[src/adcres_params.svh]
`ifndef ADCRES_PARAMS_SVH
`define ADCRES_PARAMS_SVH
`define ADCRES_ADDR_W        12
`define ADCRES_OFF_CH5       12'h000
`define ADCRES_WORD_BYTES    12'h004
`define ADCRES_OFF_STATUS    12'h00C
`define ADCRES_OFF_MASK      12'h010
`define ADCRES_HI_LSB        8
`define ADCRES_LO_LSB        6
`define ADCRES_OVR_BIT       1
`define ADCRES_PRES_BIT      0
`define ADCRES_ST_OVR_LSB    3
`define ADCRES_RESULT_RST    10'h000
`define ADCRES_WORD_RST      32'h0000_0000
`define ADCRES_IRQ_RST       6'h00
`endif

[src/adcres_pkg.sv]
package adcres_pkg;
  typedef logic [9:0]  adcres_result_type;
  typedef logic [31:0] adcres_word_type;
  typedef logic [11:0] adcres_addr_type;
endpackage

[src/adcres_ch_if.sv]
interface adcres_ch_if;
  import adcres_pkg::*;
  logic              store;
  adcres_result_type data;
  logic              rd;
  adcres_result_type value;
  logic              present;
  logic              overrun;
  logic              ovr_event;
  modport chan (input store, input data, input rd,
                output value, output present, output overrun, output ovr_event);
  modport host (output store, output data, output rd,
                input value, input present, input overrun, input ovr_event);
endinterface

[src/adcres_top.sv]
`include "adcres_params.svh"
module adcres_top #(
  parameter int NCH = 3
) (
  input  wire logic                                pclk,
  input  wire logic                                presetn,
  input  wire logic                                psel,
  input  wire logic                                penable,
  input  wire logic                                pwrite,
  input  wire adcres_pkg::adcres_addr_type         paddr,
  input  wire adcres_pkg::adcres_word_type         pwdata,
  input  wire logic [3:0]                          pstrb,
  output adcres_pkg::adcres_word_type              prdata,
  output logic                                     pready,
  output logic                                     pslverr,
  input  wire logic [NCH-1:0]                      store_ch,
  input  wire adcres_pkg::adcres_result_type [NCH-1:0] store_data,
  output logic                                     irq
);
  import adcres_pkg::*;

  localparam int NEV = 2 * NCH;

  adcres_word_type prdata_r;
  adcres_word_type prdata_nxt;
  logic            slverr_r;
  logic            slverr_nxt;
  logic            setup;
  logic            setup_rd;
  logic            hit_status;
  logic            hit_mask;
  logic            hit_any;
  logic            wr_status;
  logic            wr_mask;
  logic [NCH-1:0]  hit_ch;
  logic [NCH-1:0]  ovr_ev;
  logic [NEV-1:0]  status;
  logic [NEV-1:0]  mask;
  adcres_word_type ch_word [NCH];
  adcres_result_type sel_value;
  adcres_result_type ch_value [NCH];

  adcres_ch_if ch_if [NCH] ();

  assign setup    = psel & ~penable;
  assign setup_rd = setup & ~pwrite;

  genvar gi;
  generate
    for (gi = 0; gi < NCH; gi++)
    begin : g_ch
      assign hit_ch[gi] = paddr == 12'(`ADCRES_OFF_CH5 + gi * `ADCRES_WORD_BYTES);
      assign ch_if[gi].store = store_ch[gi];
      assign ch_if[gi].data  = store_data[gi];
      // Flags clear at the edge where the word is captured for the read
      assign ch_if[gi].rd    = setup_rd & hit_ch[gi];
      assign ovr_ev[gi]      = ch_if[gi].ovr_event;
      // Plain copy so the read mux can index it with a loop variable
      assign ch_value[gi]    = ch_if[gi].value;

      always_comb
      begin
        ch_word[gi] = `ADCRES_WORD_RST;
        ch_word[gi][`ADCRES_HI_LSB +: 8] = ch_if[gi].value[9:2];
        ch_word[gi][`ADCRES_LO_LSB +: 2] = ch_if[gi].value[1:0];
        ch_word[gi][`ADCRES_OVR_BIT]     = ch_if[gi].overrun;
        ch_word[gi][`ADCRES_PRES_BIT]    = ch_if[gi].present;
      end

      adcres_channel u_ch (
        .pclk    (pclk),
        .presetn (presetn),
        .ch      (ch_if[gi])
      );
    end
  endgenerate

  assign hit_status = paddr == `ADCRES_OFF_STATUS;
  assign hit_mask   = paddr == `ADCRES_OFF_MASK;
  assign hit_any    = (|hit_ch) | hit_status | hit_mask;
  assign wr_status  = psel & penable & pwrite & hit_status & pstrb[0];
  assign wr_mask    = psel & penable & pwrite & hit_mask & pstrb[0];

  adcres_irq #(
    .NEV (NEV)
  ) u_irq (
    .pclk      (pclk),
    .presetn   (presetn),
    .events    ({ovr_ev, store_ch}),
    .wr_status (wr_status),
    .wr_mask   (wr_mask),
    .wdata     (pwdata[NEV-1:0]),
    .status    (status),
    .mask      (mask),
    .irq       (irq)
  );

  always_comb
  begin
    sel_value  = `ADCRES_RESULT_RST;
    prdata_nxt = prdata_r;
    slverr_nxt = slverr_r;
    for (int i = 0; i < NCH; i++)
    begin
      if (hit_ch[i])
      begin
        sel_value = ch_value[i];
      end
    end
    if (setup)
    begin
      slverr_nxt = ~hit_any;
      prdata_nxt = `ADCRES_WORD_RST;
      if (!pwrite)
      begin
        for (int i = 0; i < NCH; i++)
        begin
          if (hit_ch[i])
          begin
            prdata_nxt = ch_word[i];
          end
        end
        if (hit_status)
        begin
          prdata_nxt[NEV-1:0] = status;
        end
        if (hit_mask)
        begin
          prdata_nxt[NEV-1:0] = mask;
        end
      end
    end
  end

  always_ff @(posedge pclk or negedge presetn)
  begin
    if (!presetn)
    begin
      prdata_r <= `ADCRES_WORD_RST;
      slverr_r <= 1'b0;
    end
    else
    begin
      prdata_r <= prdata_nxt;
      slverr_r <= slverr_nxt;
    end
  end

  assign prdata  = prdata_r;
  assign pready  = 1'b1;
  assign pslverr = slverr_r & psel & penable;

  property p_upper_bits;
    @(posedge pclk) disable iff (!presetn)
    setup_rd && (|hit_ch) |=> prdata[15:8] == $past(sel_value[9:2]);
  endproperty
  a_upper_bits: assert property (p_upper_bits) else $error("upper result bits wrong");

  property p_lower_layout;
    @(posedge pclk) disable iff (!presetn)
    setup_rd && (|hit_ch) |=> prdata[7:6] == $past(sel_value[1:0])
      && prdata[5:2] == 4'h0 && prdata[31:16] == 16'h0000;
  endproperty
  a_lower_layout: assert property (p_lower_layout) else $error("lower result layout wrong");

  property p_irq_level;
    @(posedge pclk) disable iff (!presetn)
    store_ch[0] && mask[0] && !wr_mask |=> irq;
  endproperty
  a_irq_level: assert property (p_irq_level) else $error("interrupt not raised");

  c_read_ch: cover property (@(posedge pclk) disable iff (!presetn)
    setup_rd && (|hit_ch) ##1 prdata[`ADCRES_PRES_BIT]);
  c_irq: cover property (@(posedge pclk) disable iff (!presetn) $rose(irq));
endmodule

[src/adcres_channel.sv]
`include "adcres_params.svh"
module adcres_channel (
  input  wire logic  pclk,
  input  wire logic  presetn,
  adcres_ch_if.chan  ch
);
  import adcres_pkg::*;

  adcres_result_type value_r;
  adcres_result_type value_nxt;
  logic              present_r;
  logic              present_nxt;
  logic              overrun_r;
  logic              overrun_nxt;
  logic              ovr_set;

  always_comb
  begin
    value_nxt   = ch.store ? ch.data : value_r;
    // Store wins over a clearing read in the same cycle
    present_nxt = ch.store ? 1'b1 : (ch.rd ? 1'b0 : present_r);
    // A read in the same cycle returned the old value, so nothing was lost
    ovr_set     = ch.store & present_r & ~ch.rd;
    overrun_nxt = ovr_set ? 1'b1 : (ch.rd ? 1'b0 : overrun_r);
  end

  always_ff @(posedge pclk or negedge presetn)
  begin
    if (!presetn)
    begin
      value_r   <= `ADCRES_RESULT_RST;
      present_r <= 1'b0;
      overrun_r <= 1'b0;
    end
    else
    begin
      value_r   <= value_nxt;
      present_r <= present_nxt;
      overrun_r <= overrun_nxt;
    end
  end

  assign ch.value     = value_r;
  assign ch.present   = present_r;
  assign ch.overrun   = overrun_r;
  assign ch.ovr_event = ovr_set;

  property p_present_set;
    @(posedge pclk) disable iff (!presetn)
    ch.store |=> present_r && value_r == $past(ch.data);
  endproperty
  a_present_set: assert property (p_present_set) else $error("present not set on store");

  property p_present_clr;
    @(posedge pclk) disable iff (!presetn)
    ch.rd && !ch.store |=> !present_r;
  endproperty
  a_present_clr: assert property (p_present_clr) else $error("present not cleared by read");

  property p_overrun_set;
    @(posedge pclk) disable iff (!presetn)
    ch.store && present_r && !ch.rd |=> overrun_r ##1 (overrun_r || $past(ch.rd));
  endproperty
  a_overrun_set: assert property (p_overrun_set) else $error("overrun not flagged");

  property p_overrun_clr;
    @(posedge pclk) disable iff (!presetn)
    ch.rd |=> !overrun_r;
  endproperty
  a_overrun_clr: assert property (p_overrun_clr) else $error("overrun not cleared by read");

  property p_no_false_ovr;
    @(posedge pclk) disable iff (!presetn)
    !overrun_r && !(ch.store && present_r) |=> !overrun_r;
  endproperty
  a_no_false_ovr: assert property (p_no_false_ovr) else $error("spurious overrun");

  c_overrun: cover property (@(posedge pclk) disable iff (!presetn)
    ch.store ##1 ch.store ##1 ch.rd);
  c_same_cycle: cover property (@(posedge pclk) disable iff (!presetn)
    ch.store && ch.rd && present_r);
endmodule

[src/adcres_irq.sv]
`include "adcres_params.svh"
module adcres_irq #(
  parameter int NEV = 6
) (
  input  wire logic           pclk,
  input  wire logic           presetn,
  input  wire logic [NEV-1:0] events,
  input  wire logic           wr_status,
  input  wire logic           wr_mask,
  input  wire logic [NEV-1:0] wdata,
  output logic      [NEV-1:0] status,
  output logic      [NEV-1:0] mask,
  output logic                irq
);
  logic [NEV-1:0] status_r;
  logic [NEV-1:0] status_nxt;
  logic [NEV-1:0] mask_r;
  logic [NEV-1:0] mask_nxt;

  always_comb
  begin
    // Write one to clear; a new event in the same cycle survives
    status_nxt = events | (status_r & ~(wr_status ? wdata : '0));
    mask_nxt   = wr_mask ? wdata : mask_r;
  end

  always_ff @(posedge pclk or negedge presetn)
  begin
    if (!presetn)
    begin
      status_r <= NEV'(`ADCRES_IRQ_RST);
      mask_r   <= NEV'(`ADCRES_IRQ_RST);
    end
    else
    begin
      status_r <= status_nxt;
      mask_r   <= mask_nxt;
    end
  end

  assign status = status_r;
  assign mask   = mask_r;
  assign irq    = |(status_r & mask_r);

  property p_event_sticky;
    @(posedge pclk) disable iff (!presetn)
    |events |=> (status_r & $past(events)) == $past(events);
  endproperty
  a_event_sticky: assert property (p_event_sticky) else $error("event lost against clear");
endmodule

[config.mk]
export PLATFORM = sky130hd
export DESIGN_NAME = adcres_top
export DESIGN_NICKNAME = d
export VERILOG_FILES = /design/src/adcres_pkg.sv /design/src/adcres_ch_if.sv /design/src/adcres_top.sv /design/src/adcres_channel.sv /design/src/adcres_irq.sv
export VERILOG_INCLUDE_DIRS = /design/src
export SDC_FILE = /design/constraint.sdc
export NUM_CORES = 1
export LEC_CHECK = 0
export BUFFER_PORTS_ARGS = -buffer_cell sky130_fd_sc_hd__buf_2
export CAP_MARGIN = 20
export CORE_MARGIN = 2
export CORE_UTILIZATION = 49
export CTS_BUF_LIST = sky130_fd_sc_hd__clkbuf_16
export DETAILED_ROUTE_END_ITERATION = 16
export GPL_ROUTABILITY_DRIVEN = 1
export PLACE_DENSITY = 0.79
export SETUP_SLACK_MARGIN = 0.5
export SLEW_MARGIN = 20
export SYNTH_ARGS = -nofsm -noshare
export SYNTH_HDL_FRONTEND = slang
export SYNTH_SLANG_ARGS = --single-unit
[constraint.sdc]
create_clock -name pclk -period 1.5 [get_ports pclk]
set_input_delay 0.075 -clock pclk [delete_from_list [all_inputs] [get_ports pclk]]
set_output_delay 0.075 -clock pclk [all_outputs]
set_load 0.05 [all_outputs]
Word-level counts from Yosys, hierarchy flattened. Index checks and enable logic that the tools add are counted.

Equal/unequal tests: 4. Multiplexer cells: 16. Bitwise gates (word level): 31. Reductions and logical operators: 9.

Operators by type and width (count): $mux 32 (3); $eq 12x4->1 const B (2); $and 1x1->1 (19); $mux 6 (3); $mux 16 (1); $and 6x6->6 (2); $eq 12x3->1 const B (1); $eq 12x5->1 const B (1); $logic_not 12->1 (1); $reduce_bool 2->1 (6); $mux 1 (9); $not 1->1 (6); $not 6->6 (1); $or 6x6->6 (1); $reduce_or 6->1 (1); $reduce_or 3->1 (1); $or 1x1->1 (2).

Register bits after elaboration: 81. Output and inout bits: 35. Word-level logic and storage cells: 73.

Depth between registers and ports, before layout. Gate-level depths: netlist of run 1.

Depth after elaboration: 8. Depth in mapped cells: 6. Gate-level depth less buffers: 4.

Hierarchy. From an unflattened synthesis of run 1, not the netlist that was laid out.

Cells, all modules: 271. Area total of the unflattened synthesis: 3235.6 µm².

By module, submodules not included: adcres_channel (instances 3, cells an instance 28, area an instance 479.2 µm², seq. area each 300.3 µm²); adcres_top (instances 1, cells an instance 152, area an instance 1301.2 µm², seq. area each 425.4 µm²); adcres_irq (instances 1, cells an instance 35, area an instance 496.7 µm², seq. area each 300.3 µm²).

Worst setup path before layout of run 1. OpenSTA, ideal clock, no wires.

Kind: input -> register. Start point: input paddr[9]. End point: register u_irq.mask_r[0], in the netlist u_irq.mask[0]. Library setup time: 125 ps. Arrival time: 1124 ps. Setup slack: 251 ps. Stages: 4. Cells stage by stage: nor4_4 > nand3_1 > nor2_4 > mux2_2.

Longest elaborated chain between the ends: 3.

RTL lines: start, declared (line adcres_top.sv:10) `input wire adcres_pkg::adcres_addr_type paddr,`; $eq 12x5->1 (no source line); $and 1x1->1 (2 in a row) (line adcres_top.sv:82) `assign wr_mask = psel & penable & pwrite & hit_mask & pstrb[0];`; end signal, assigned (line adcres_irq.sv:32) `` mask_r <= NEV'(`ADCRES_IRQ_RST); ``; end signal, assigned (line adcres_irq.sv:37) `mask_r <= mask_nxt;`; end, declared (line adcres_irq.sv:17) `logic [NEV-1:0] mask_r;`.

Every way passes these cells. A chain may end at the register's enable or synchronous reset.

Final worst setup path of run 1.
Start point: register u_irq.status_r[4], in the netlist u_irq.status[4]. End point: output irq.

Longest elaborated chain between the ends: 2.

RTL lines: start, declared (line adcres_irq.sv:15) `logic [NEV-1:0] status_r;`; start signal, assigned (line adcres_irq.sv:31) `` status_r <= NEV'(`ADCRES_IRQ_RST); ``; start signal, assigned (line adcres_irq.sv:36) `status_r <= status_nxt;`; $and 6x6->6 (line adcres_irq.sv:43) `assign irq = |(status_r & mask_r);`; $reduce_or 6->1 (line adcres_irq.sv:43); end, declared (line adcres_top.sv:18) `output logic irq`.

Every way passes these cells.

==> results of run 1 <==
-- timing repair --
action                                 in CTS  in global routing
gates cloned                                0                  1
setup buffers                              11                  7
pin swaps                                   6                 20
resized for setup                          40                 41
endpoints found under the hold margin      93                  0
setup endpoints to repair                  47                 32
hold buffers                               29                  0
-- kinds of logic (layout without fill, tap and decap cells) --
| group | count (synthesis) | count (layout) | share of synthesized area [%] |
|---|---|---|---|
| multiplexers | 28 | 28 | 10.1 |
| flip-flops | 65 | 65 | 52.5 |
| buffers and inverters | 43 | 166 | 7.83 |
| other | 2 | 17 | 0.242 |
| AND/OR/NAND/NOR | 82 | 82 | 14.9 |
| AO/OA/AOI/OAI | 72 | 72 | 14.5 |
-- worst paths after layout --
| check | end | slack [ns] | cells after the start |
|---|---|---|---|
| setup / recovery | irq | 0.24 | 3 |
| hold / removal | g_ch[2].u_ch.ch.value[1]$_DFFE_PN0P_ | 0.002 | 2 |
| setup reg to reg | prdata[0]$_DFFE_PN0P_ | 0.32 | 4 |
| hold reg to reg | prdata[2]$_DFFE_PN0P_ | 0.49 | 2 |
| max in group asynchronous | u_irq.mask[1]$_DFFE_PN0P_ | 0.91 | 3 |
| min in group asynchronous | g_ch[2].u_ch.ch.value[2]$_DFFE_PN0P_ | 0.32 | 3 |
-- power by group through the flow --
stage	registers (mW)	clock network, mW	logic, mW
3_3_place_gp	1.90	0	0.432
5_1_grt	1.90	2.11	0.599
3_5_place_dp	1.90	0	0.440
2_1_floorplan	1.89	0	0.291
6_report	1.89	2.02	0.559
4_1_cts	1.87	2.00	0.523
-- cells in the mapped netlist (all sizes together) (3+ instances only) --
library cell	count
clkbuf	10
buf	22
a22oi	4
o21ai	35
and4	3
nand3	13
and3	4
a21oi	5
nor2	15
inv	11
nand2	32
o211ai	12
a32oi	4
dfrtp	65
a21o	5
mux2	27
-- final cells by class --
| cell class | instances | area (um^2) | share of cell area (%) |
|---|---|---|---|
| multi-input cells | 199 | 1470 | 32.2 |
| repair buffers | 139 | 1050 | 23.0 |
| clock buffers | 9 | 225 | 4.92 |
| inverters | 11 | 41.3 | 0.903 |
| well taps | 75 | 93.8 | 2.05 |
| clock inverters | 7 | 62.6 | 1.37 |
| flip-flops and latches | 65 | 1630 | 35.6 |
-- layer usage --
metal	up-vias	global-route usage [%]	routed length, um
met4	0	9.82	386
met1	1459	31.6	3670
li1	1271	-	-
met2	186	45.5	4900
met5	-	0	0
met3	45	6.63	718
-- flip-flops by register name (all words and copies together), names as in the netlist --
| name | cells |
|---|---|
| g_ch.u_ch.ch.overrun | 3 |
| slverr_r | 1 |
| u_irq.mask | 6 |
| prdata | 16 |
| u_irq.status | 6 |
| g_ch.u_ch.ch.present | 3 |
| g_ch.u_ch.ch.value | 30 |
-- metrics by stage --
stage,hold slack [ns],std cells
2_1_floorplan,-0.221,307
3_3_place_gp,0.114,441
3_5_place_dp,0.114,441
4_1_cts,0.000363,497
5_1_grt,0.00158,505
6_report,0.00181,505
-- worst register-to-register path: stages, from the launching register on --
cell     delay (ns)
dfrtp_1        0.42
mux2_2         0.28
nand3_1        0.09
nand3_1        0.08
a22o_1         0.19
==> results.ini, run 1 <==
[sta]
worst_pin_slew_ns=0.574
setup_viol=0
slew_headroom_pct=61.7
fin_crit_ns=1.26
max_freq_ghz=0.795
hold_viol_final=0
slew_viol_final=0
skew_ns=0.00952
final.period_utilization_pct=83.9
fin_setup_tns_ns=0
rsz0062_at_grt=yes
setup_slack_ns=0.242

[global_route]
grt_max_degree=66
grt_pass1_wl_um=14400
grt_overflow_total=0
grt_use_total_pct=26.2
antenna_found_initial=0
grt_pass1_vias=2967

[logic_synthesis]
synth_warnings=0
seq_area_frac_synth_pct=52.5
yosysTopAreaCellShare_pct=52.5
synth_cells=292
synth.avg_cell_area_um2=10.6
ys_types=42
synthFlopType=dfrtp_1
synth_seq_cells=65
async_flop_share_pct=100
synthTopCellsByArea=dfrtp_1 52%, mux2_2 9.8%, buf_4 4.4%, o21ai_0 4.2%, nand2_1 3.9%
synth_edf_count=0
synth_largest_area_cell=dfrtp_1
synth_area_um2=3100

[power]
p_int_mw=3.33
swShare_pct=25.4
totalPowerFinal_mw=4.47
power.leakage_nw=2.10
comb_power_share_pct=12.5
vdd_ir_drop_max_mv=0.800
power.switching_mw=1.14
pwr-share-clk_pct=45.2
powerDensity_nw_per_um2=978
seq_power_share_pct=42.3

[cells_and_area]
num-fill-cells=377
area_delta_synth_final_pct=47.5
utilization_pct=75.9
final_cell_mix=65 x dfrtp_1, 53 x buf_2, 42 x buf_4, 31 x nand2_1, 29 x dlygate4sd3_1
drive_above_1_share_pct=44.2
diodes=0
nets=511
stdcell_area_um2=4570
final_common_cell=dfrtp_1

[worst_setup_path]
crit_path_max_incr_delay_ns=0.41
critPathTopFamily=flip-flops
crit_start=u_irq.status[4]$_DFF_PN0_
cp_max_fo=2
timing.rr.start=u_irq.status[0]$_DFF_PN0_
cp-start-kind=flip-flop
worstPathRequired_ns=1.42
crit_type=reg2out
worst-path-buf-inv=1
cp_slowest_cell=dfrtp_1
crit_arrival_ns=1.18
crit_path_cell_trace=a22oi_2 -> nand3_2 -> buf_6
endpoint_kind=output port

[placement]
placed_area_um2=3580
place_congestion=0.876
dp_worst_setup_slack_ns=0.00950
dpl.hpwl_um=5160
place.port_buffers=74

[detailed_routing]
drc=0
dr.pass1.iters=5
wl_per_cell_um=19.2
dr.first_iter.drc_count=308
vias=2961
vias_per_cell=5.86
routed_wl_um=9680
ant_nets=0

[status]
outcome=finished, final reports clean

[clock_tree]
cts_max_path_buffers=2
cts-root-buf=clkbuf_16
cts_made_buffers=9
insertion_delay_ns=0.33
cts_tree=built
cts.sinks=65
ctsHtreeMaxLevel=3
path_clk_slew_ns=0.05

[min_path]
min-delay-start=store_data[21]
worstHoldPathType=in2reg

[floorplanning]
core-area_um2=6030
die_area_um2=6980
initial_core_util_pct=51.5
chipWidth_um=83.5
die_h_um=83.5
io_pins=121
num_rows=28

[run]
maxCapViolCount=0

Power figures use the tool's default switching activity.
==> inputs of run 2 (changes only) <==
==> constraint.sdc (replaced) <==
create_clock -name pclk -period 1.2 [get_ports pclk]
set_input_delay 0.06 -clock pclk [delete_from_list [all_inputs] [get_ports pclk]]
set_output_delay 0.06 -clock pclk [all_outputs]
set_load 0.05 [all_outputs]
==> run 2 against run 1 <==
The run now ends with negative hold slack, negative setup slack left. Setup slack lost 0.36 ns. Cell count up 0.20%. Cell area rose by 4.2%. Via count up 4.1%. Total power is 27% higher. First-iteration DRC count rose by 16%. Die area did not move. Global-route usage is 2.3 points higher. Non-clock buffer count rose by 1.
==> results.ini, run 2 (same netlist as run 1, synthesis figures left out) <==
[status]
outcome=finished with violations  ; was finished, final reports clean
violations=negative hold slack, negative setup slack

[detailed_routing]
dr.pass1.iters=7  ; was 5
wl_per_cell_um=22.0  ; was 19.2 um
vias=3082  ; was 2961
dr.first_iter.drc_count=356  ; was 308
ant_nets=0  ; unchanged
vias_per_cell=6.09  ; was 5.86
drc=0  ; unchanged
routed_wl_um=11200  ; was 9680 um

[run]
maxCapViolCount=0  ; unchanged

[floorplanning]
core-area_um2=6030  ; unchanged
io_pins=121  ; unchanged
die_area_um2=6980  ; unchanged
num_rows=28  ; unchanged
initial_core_util_pct=51.5  ; unchanged
die_h_um=83.5  ; unchanged
chipWidth_um=83.5  ; unchanged

[cells_and_area]
final_cell_mix=64 x dfrtp_1, 52 x buf_2, 41 x buf_4, 31 x nand2_1, 31 x buf_6  ; was 65 x dfrtp_1, 53 x buf_2, 42 x buf_4, 31 x nand2_1, 29 x dlygate4sd3_1
area_delta_synth_final_pct=53.6  ; was 47.5%
num-fill-cells=329  ; was 377
diodes=0  ; unchanged
largest_reg_flops=30  ; unchanged
stdcell_area_um2=4760  ; was 4570 um^2
regArea_um2=1630  ; about the same
drive_above_1_share_pct=52.0  ; was 44.2%
nets=512  ; was 511
final_common_cell=dfrtp_1  ; unchanged
multiInputGateArea_um2=1600  ; was 1470 um^2

[power]
totalPowerFinal_mw=5.70  ; was 4.47 mW
vdd_ir_drop_max_mv=1.01  ; was 0.800 mV
power.leakage_nw=2.27  ; was 2.10 nW
powerDensity_nw_per_um2=1200  ; was 978 nW/um^2

[clock_tree]
cts-root-buf=clkbuf_16  ; unchanged
ctsHtreeMaxLevel=3  ; unchanged
path_clk_slew_ns=0.06  ; was 0.05 ns
cts_max_path_buffers=2  ; unchanged
cts.sinks=65  ; unchanged
cts_made_buffers=9  ; unchanged
cts_tree=built  ; unchanged
insertion_delay_ns=0.34  ; was 0.33 ns
postCtsHoldBufs=11  ; was 29

[global_route]
grt_overflow_total=0  ; unchanged
grt_max_degree=66  ; unchanged
grt_pass1_vias=3063  ; was 2967
grt_use_total_pct=28.6  ; was 26.2%
grt_pass1_wl_um=15400  ; was 14400 um
antenna_found_initial=0  ; unchanged

[worst_setup_path]
timing.rr.start=g_ch[2].u_ch.ch.overrun$_DFFE_PN0P_  ; was u_irq.status[0]$_DFF_PN0_
r2r-end=prdata[1]$_DFFE_PN0P_  ; was prdata[0]$_DFFE_PN0P_
cp-start-kind=flip-flop  ; unchanged
worstPathRequired_ns=1.14  ; was 1.42 ns
worst-r2r-cell-count=4  ; unchanged
cp_max_fo=3  ; was 2
crit_arrival_ns=1.25  ; was 1.18 ns
crit_type=reg2out  ; unchanged
reg2reg_slack_ns=-0.09  ; was 0.32 ns
endpoint_kind=output port  ; unchanged

[placement]
dpl.hpwl_um=5440  ; was 5160 um
place_congestion=0.838  ; was 0.876
placed_area_um2=3710  ; was 3580 um^2
place.port_buffers=74  ; unchanged

[sta]
slew_viol_final=0  ; unchanged
final.period_utilization_pct=110
timing.hold.ws_ns=-0.0504  ; was 0.00181 ns
hold_viol_final=21  ; was 0
fin_crit_ns=1.31
skew_ns=0.00553  ; was 0.00952 ns
max_freq_ghz=0.761
setup_viol=3  ; was 0
setup_slack_ns=-0.115  ; was 0.242 ns
rsz0062_at_grt=yes  ; unchanged

[min_path]
min_path_cells=2  ; unchanged
worstHoldPathType=in2reg  ; unchanged
min-delay-start=store_data[2]  ; was store_data[21]
min_to=g_ch[0].u_ch.ch.value[2]$_DFFE_PN0P_  ; was g_ch[2].u_ch.ch.value[1]$_DFFE_PN0P_

[run 2: cell types whose count changed in the layout (fill, tap and decap cells not counted), moves of 4 or more]
cell,before,now
dlygate4sd3_1,29,9
buf_6,13,31
nor2_2,2,7
mux2_2,21,0
o21ai_0,20,15
nand3_1,6,1
nand3_2,6,10
mux2_4,6,27
[run 2: worst max-delay path, cell delays in order (launching register included)]
cell and delay (ns):
dfrtp_1 0.40, a22oi_2 0.26, nand3_4 0.10, buf_6 0.16
[run 2: power breakdown]
group	total [mW]	leakage (nW)	switching (mW)	internal, mW
Combinational	0.765	1.35	0.448	0.317
Sequential	2.37	0.777	0.0723	2.30
Clock	2.56	0.142	0.979	1.58
Total	5.70	2.27	1.50	4.20
[run 2: metrics by stage]
| stage | setup WS [ns] | utilization, % | setup TNS (ns) | std cells | hold WS, ns |
|---|---|---|---|---|---|
| CTS | -0.0863 | 74.9 | -0.0863 | 498 | -0.0421 |
| detailed placement | -0.277 | 61.5 | -6.19 | 452 | 0.103 |
| global route | -0.142 | 79.0 | -0.339 | 506 | -0.0452 |
| finish | -0.115 | 79.0 | -0.270 | 506 | -0.0504 |
| floorplan | -0.0245 | - | -0.159 | 307 | -0.236 |
| global placement | -0.183 | 61.5 | -4.65 | 452 | 0.0986 |
[run 2: how the worst max path moves through the flow]
stage,from,endpoint
after floorplan,paddr[6],u_irq.mask[0]$_DFFE_PN0P_
after global placement,paddr[6],u_irq.mask[4]$_DFFE_PN0P_
after detailed placement,paddr[6],u_irq.mask[0]$_DFFE_PN0P_
after CTS,u_irq.status[3]$_DFF_PN0_,irq
after global routing,u_irq.status[4]$_DFF_PN0_,irq
final,u_irq.mask[3]$_DFFE_PN0P_,irq
[run 2: layer usage]
| layer | share of wire [%] | wire length (um) | track usage (%) | up-vias |
|---|---|---|---|---|
| met5 | 0 | 0 | 0 | - |
| met2 | 48 | 5310 | 46.9 | 236 |
| met1 | 38 | 4220 | 34.3 | 1523 |
| met4 | 4.7 | 524 | 17.3 | 0 |
| li1 | - | - | - | 1266 |
| met3 | 9.8 | 1090 | 6.43 | 57 |
[run 2: final cells by class]
| type | instances | share of cell area, % |
|---|---|---|
| Clock buffer | 9 | 4.73 |
| Clock inverter | 7 | 1.31 |
| Inverter | 11 | 0.867 |
| Multi-Input combinational cell | 199 | 33.5 |
| Sequential cell | 65 | 34.2 |
| Tap cell | 75 | 1.97 |
| Timing Repair Buffer | 140 | 23.5 |
[run 2: timing repair]
item / in CTS / in global routing
gates resized for setup: 78 / 60
setup buffers: 19 / 8
setup endpoints to repair: 73 / 79
pin swaps: 25 / 16
endpoints found under the hold margin: 100 / 21
==> inputs of run 3 (changes only) <==
--- a/config.mk
+++ b/config.mk
@@ -9,11 +9,11 @@
 export BUFFER_PORTS_ARGS = -buffer_cell sky130_fd_sc_hd__buf_2
 export CAP_MARGIN = 20
 export CORE_MARGIN = 2
-export CORE_UTILIZATION = 49
+export CORE_UTILIZATION = 52
 export CTS_BUF_LIST = sky130_fd_sc_hd__clkbuf_16
 export DETAILED_ROUTE_END_ITERATION = 16
 export GPL_ROUTABILITY_DRIVEN = 1
-export PLACE_DENSITY = 0.79
+export PLACE_DENSITY = 0.84
 export SETUP_SLACK_MARGIN = 0.5
 export SLEW_MARGIN = 20
 export SYNTH_ARGS = -nofsm -noshare
==> constraint.sdc (replaced) <==
create_clock -name pclk -period 1.6 [get_ports pclk]
set_input_delay 0.08 -clock pclk [delete_from_list [all_inputs] [get_ports pclk]]
set_output_delay 0.08 -clock pclk [all_outputs]
set_load 0.05 [all_outputs]
==> run 3 against run 2 <==
The run now ends clean. Critical path depth did not move. Core utilization decreased by 4.1 points. Clock power is 21% lower. Clock skew grew 0.0010 ns. Sequential power down 25%. Register-to-register slack improved by 0.52 ns. Flip-flop and latch count unchanged. Non-clock buffer count down 17. Cell count is 3.4% lower. Combinational power shrank 35%. Sequential share of layout area rose by 2.9 points. Clock-buffer cell count did not move. Highest routed layer unchanged.
==> results.ini, run 3 (same netlist as run 1, synthesis figures left out) <==
[cells_and_area]
utilization_pct=75.0  ; was 79.0%
largest_reg_flops=30  ; unchanged
multiInputGateArea_um2=1460  ; was 1600 um^2
final_cell_mix=70 x buf_2, 65 x dfrtp_1, 32 x nand2_1, 29 x dlygate4sd3_1, 22 x o21ai_0  ; was 64 x dfrtp_1, 52 x buf_2, 41 x buf_4, 31 x nand2_1, 31 x buf_6
nets=496  ; was 512
drive_above_1_share_pct=40.8  ; was 52.0%
num-fill-cells=376  ; was 329
final_common_cell=buf_2  ; was dfrtp_1
stdcell_area_um2=4390  ; was 4760 um^2
regArea_um2=1630  ; about the same
area_delta_synth_final_pct=41.4  ; was 53.6%
diodes=0  ; unchanged

[worst_setup_path]
reg2reg_slack_ns=0.43  ; was -0.09 ns
cp_max_fo=3  ; unchanged
crit_arrival_ns=1.22  ; was 1.25 ns
crit_type=reg2out  ; unchanged
timing.rr.start=u_irq.status[0]$_DFF_PN0_  ; was g_ch[2].u_ch.ch.overrun$_DFFE_PN0P_
cp-start-kind=flip-flop  ; unchanged
crit_start=u_irq.mask[3]$_DFFE_PN0P_  ; unchanged
worstPathRequired_ns=1.52  ; was 1.14 ns
endpoint_kind=output port  ; unchanged

[detailed_routing]
wl_per_cell_um=19.1  ; was 22.0 um
drc=0  ; unchanged
dr.pass1.iters=4  ; was 7
ant_nets=0  ; unchanged
dr.first_iter.drc_count=269  ; was 356
vias=2751  ; was 3082
vias_per_cell=5.63  ; was 6.09
routed_wl_um=9320  ; was 11200 um

[clock_tree]
path_clk_slew_ns=0.05  ; was 0.06 ns
cts-root-buf=clkbuf_16  ; unchanged
insertion_delay_ns=0.33  ; was 0.34 ns
cts.sinks=65  ; unchanged
cts_made_buffers=9  ; unchanged
cts_tree=built  ; unchanged
cts_max_path_buffers=2  ; unchanged
ctsHtreeMaxLevel=3  ; unchanged

[global_route]
grt_use_total_pct=27.5  ; was 28.6%
grt_pass1_wl_um=13300  ; was 15400 um
grt_pass1_vias=2729  ; was 3063
grt_overflow_total=0  ; unchanged
antenna_found_initial=0  ; unchanged
grt_max_degree=47  ; was 66

[floorplanning]
core-area_um2=5850  ; was 6030 um^2
num_rows=28  ; unchanged
initial_core_util_pct=53.0  ; was 51.5%
io_pins=121  ; unchanged
die_h_um=81.2  ; was 83.5 um
die_area_um2=6600  ; was 6980 um^2
chipWidth_um=81.2  ; was 83.5 um

[run]
maxCapViolCount=0  ; unchanged

[sta]
fin_crit_ns=1.30
fin_setup_tns_ns=0  ; was -0.270 ns
rsz0062_at_grt=yes  ; unchanged
setup_viol=0  ; was 3
final.period_utilization_pct=81.1
skew_ns=0.00657  ; was 0.00553 ns
hold_viol_final=0  ; was 21
slew_viol_final=0  ; unchanged
max_freq_ghz=0.771
setup_slack_ns=0.303  ; was -0.115 ns

[placement]
placed_area_um2=3500  ; was 3710 um^2
place_congestion=0.905  ; was 0.838
dpl.hpwl_um=5040  ; was 5440 um
place.port_buffers=74  ; unchanged
dp_worst_setup_slack_ns=0.134  ; was -0.277 ns

[power]
vdd_ir_drop_max_mv=0.795  ; was 1.01 mV
powerDensity_nw_per_um2=980  ; was 1200 nW/um^2
totalPowerFinal_mw=4.30  ; was 5.70 mW
power.leakage_nw=2.04  ; was 2.27 nW

[min_path]
min-delay-start=pwdata[0]  ; was store_data[2]
worstHoldPathType=in2reg  ; unchanged

[status]
outcome=finished, final reports clean  ; was finished with violations

==> run 3: worst paths after layout <==
check | endpoint | cells after the start
worst max-delay path | irq | 3
max in group asynchronous | g_ch[1].u_ch.ch.value[0]$_DFFE_PN0P_ | 3
min in group asynchronous | prdata[2]$_DFFE_PN0P_ | 2
worst min register to register | prdata[4]$_DFFE_PN0P_ | 2
worst max register to register | prdata[0]$_DFFE_PN0P_ | 4
worst min-delay path | u_irq.mask[0]$_DFFE_PN0P_ | 2
==> run 3: what timing repair did <==
action	4_1_cts	5_1_grt
setup buffers	4	6
hold endpoints to repair	47	0
pin swaps	6	16
endpoints found under the setup margin	12	24
cloned	0	2
hold buffers	29	0
gates resized for setup	16	40
==> run 3: final cells by class <==
type	count	share of cell area, %
tap	75	2.14
clock inverter	6	1.71
sequential	65	37.1
multi-input combinational	200	33.4
timing repair buffer	123	19.6
inverter	11	0.942
clock buffer	9	5.14
==> run 3: metal layers <==
layer,track usage (%),wire length [um],vias to the layer above
met5,0,0,-
met4,12.5,297,0
met2,50.7,5030,143
li1,-,-,1232
met3,5.33,520,26
met1,30.5,3470,1350
==> run 3: critical path, cell delays in order, from the launching register on <==
cell and delay, ns:
dfrtp_1 0.41, a22oi_2 0.18, nand3_1 0.12, buf_6 0.17
==> run 3: power by group <==
part           total [mW]  internal, mW  leakage (nW)  switching, mW
registers            1.77          1.72         0.779         0.0495
clock network        2.03          1.33         0.149          0.694
logic               0.500         0.202          1.11          0.298
total                4.30          3.26          2.04           1.04
==> run 3: metrics by stage <==
step / cells / hold slack [ns]
final: 489 / 0.00935
after global routing: 489 / 0.0102
after CTS: 481 / 0.00671
after detailed placement: 433 / 0.0599
after global placement: 433 / 0.0566
after floorplan: 307 / -0.216
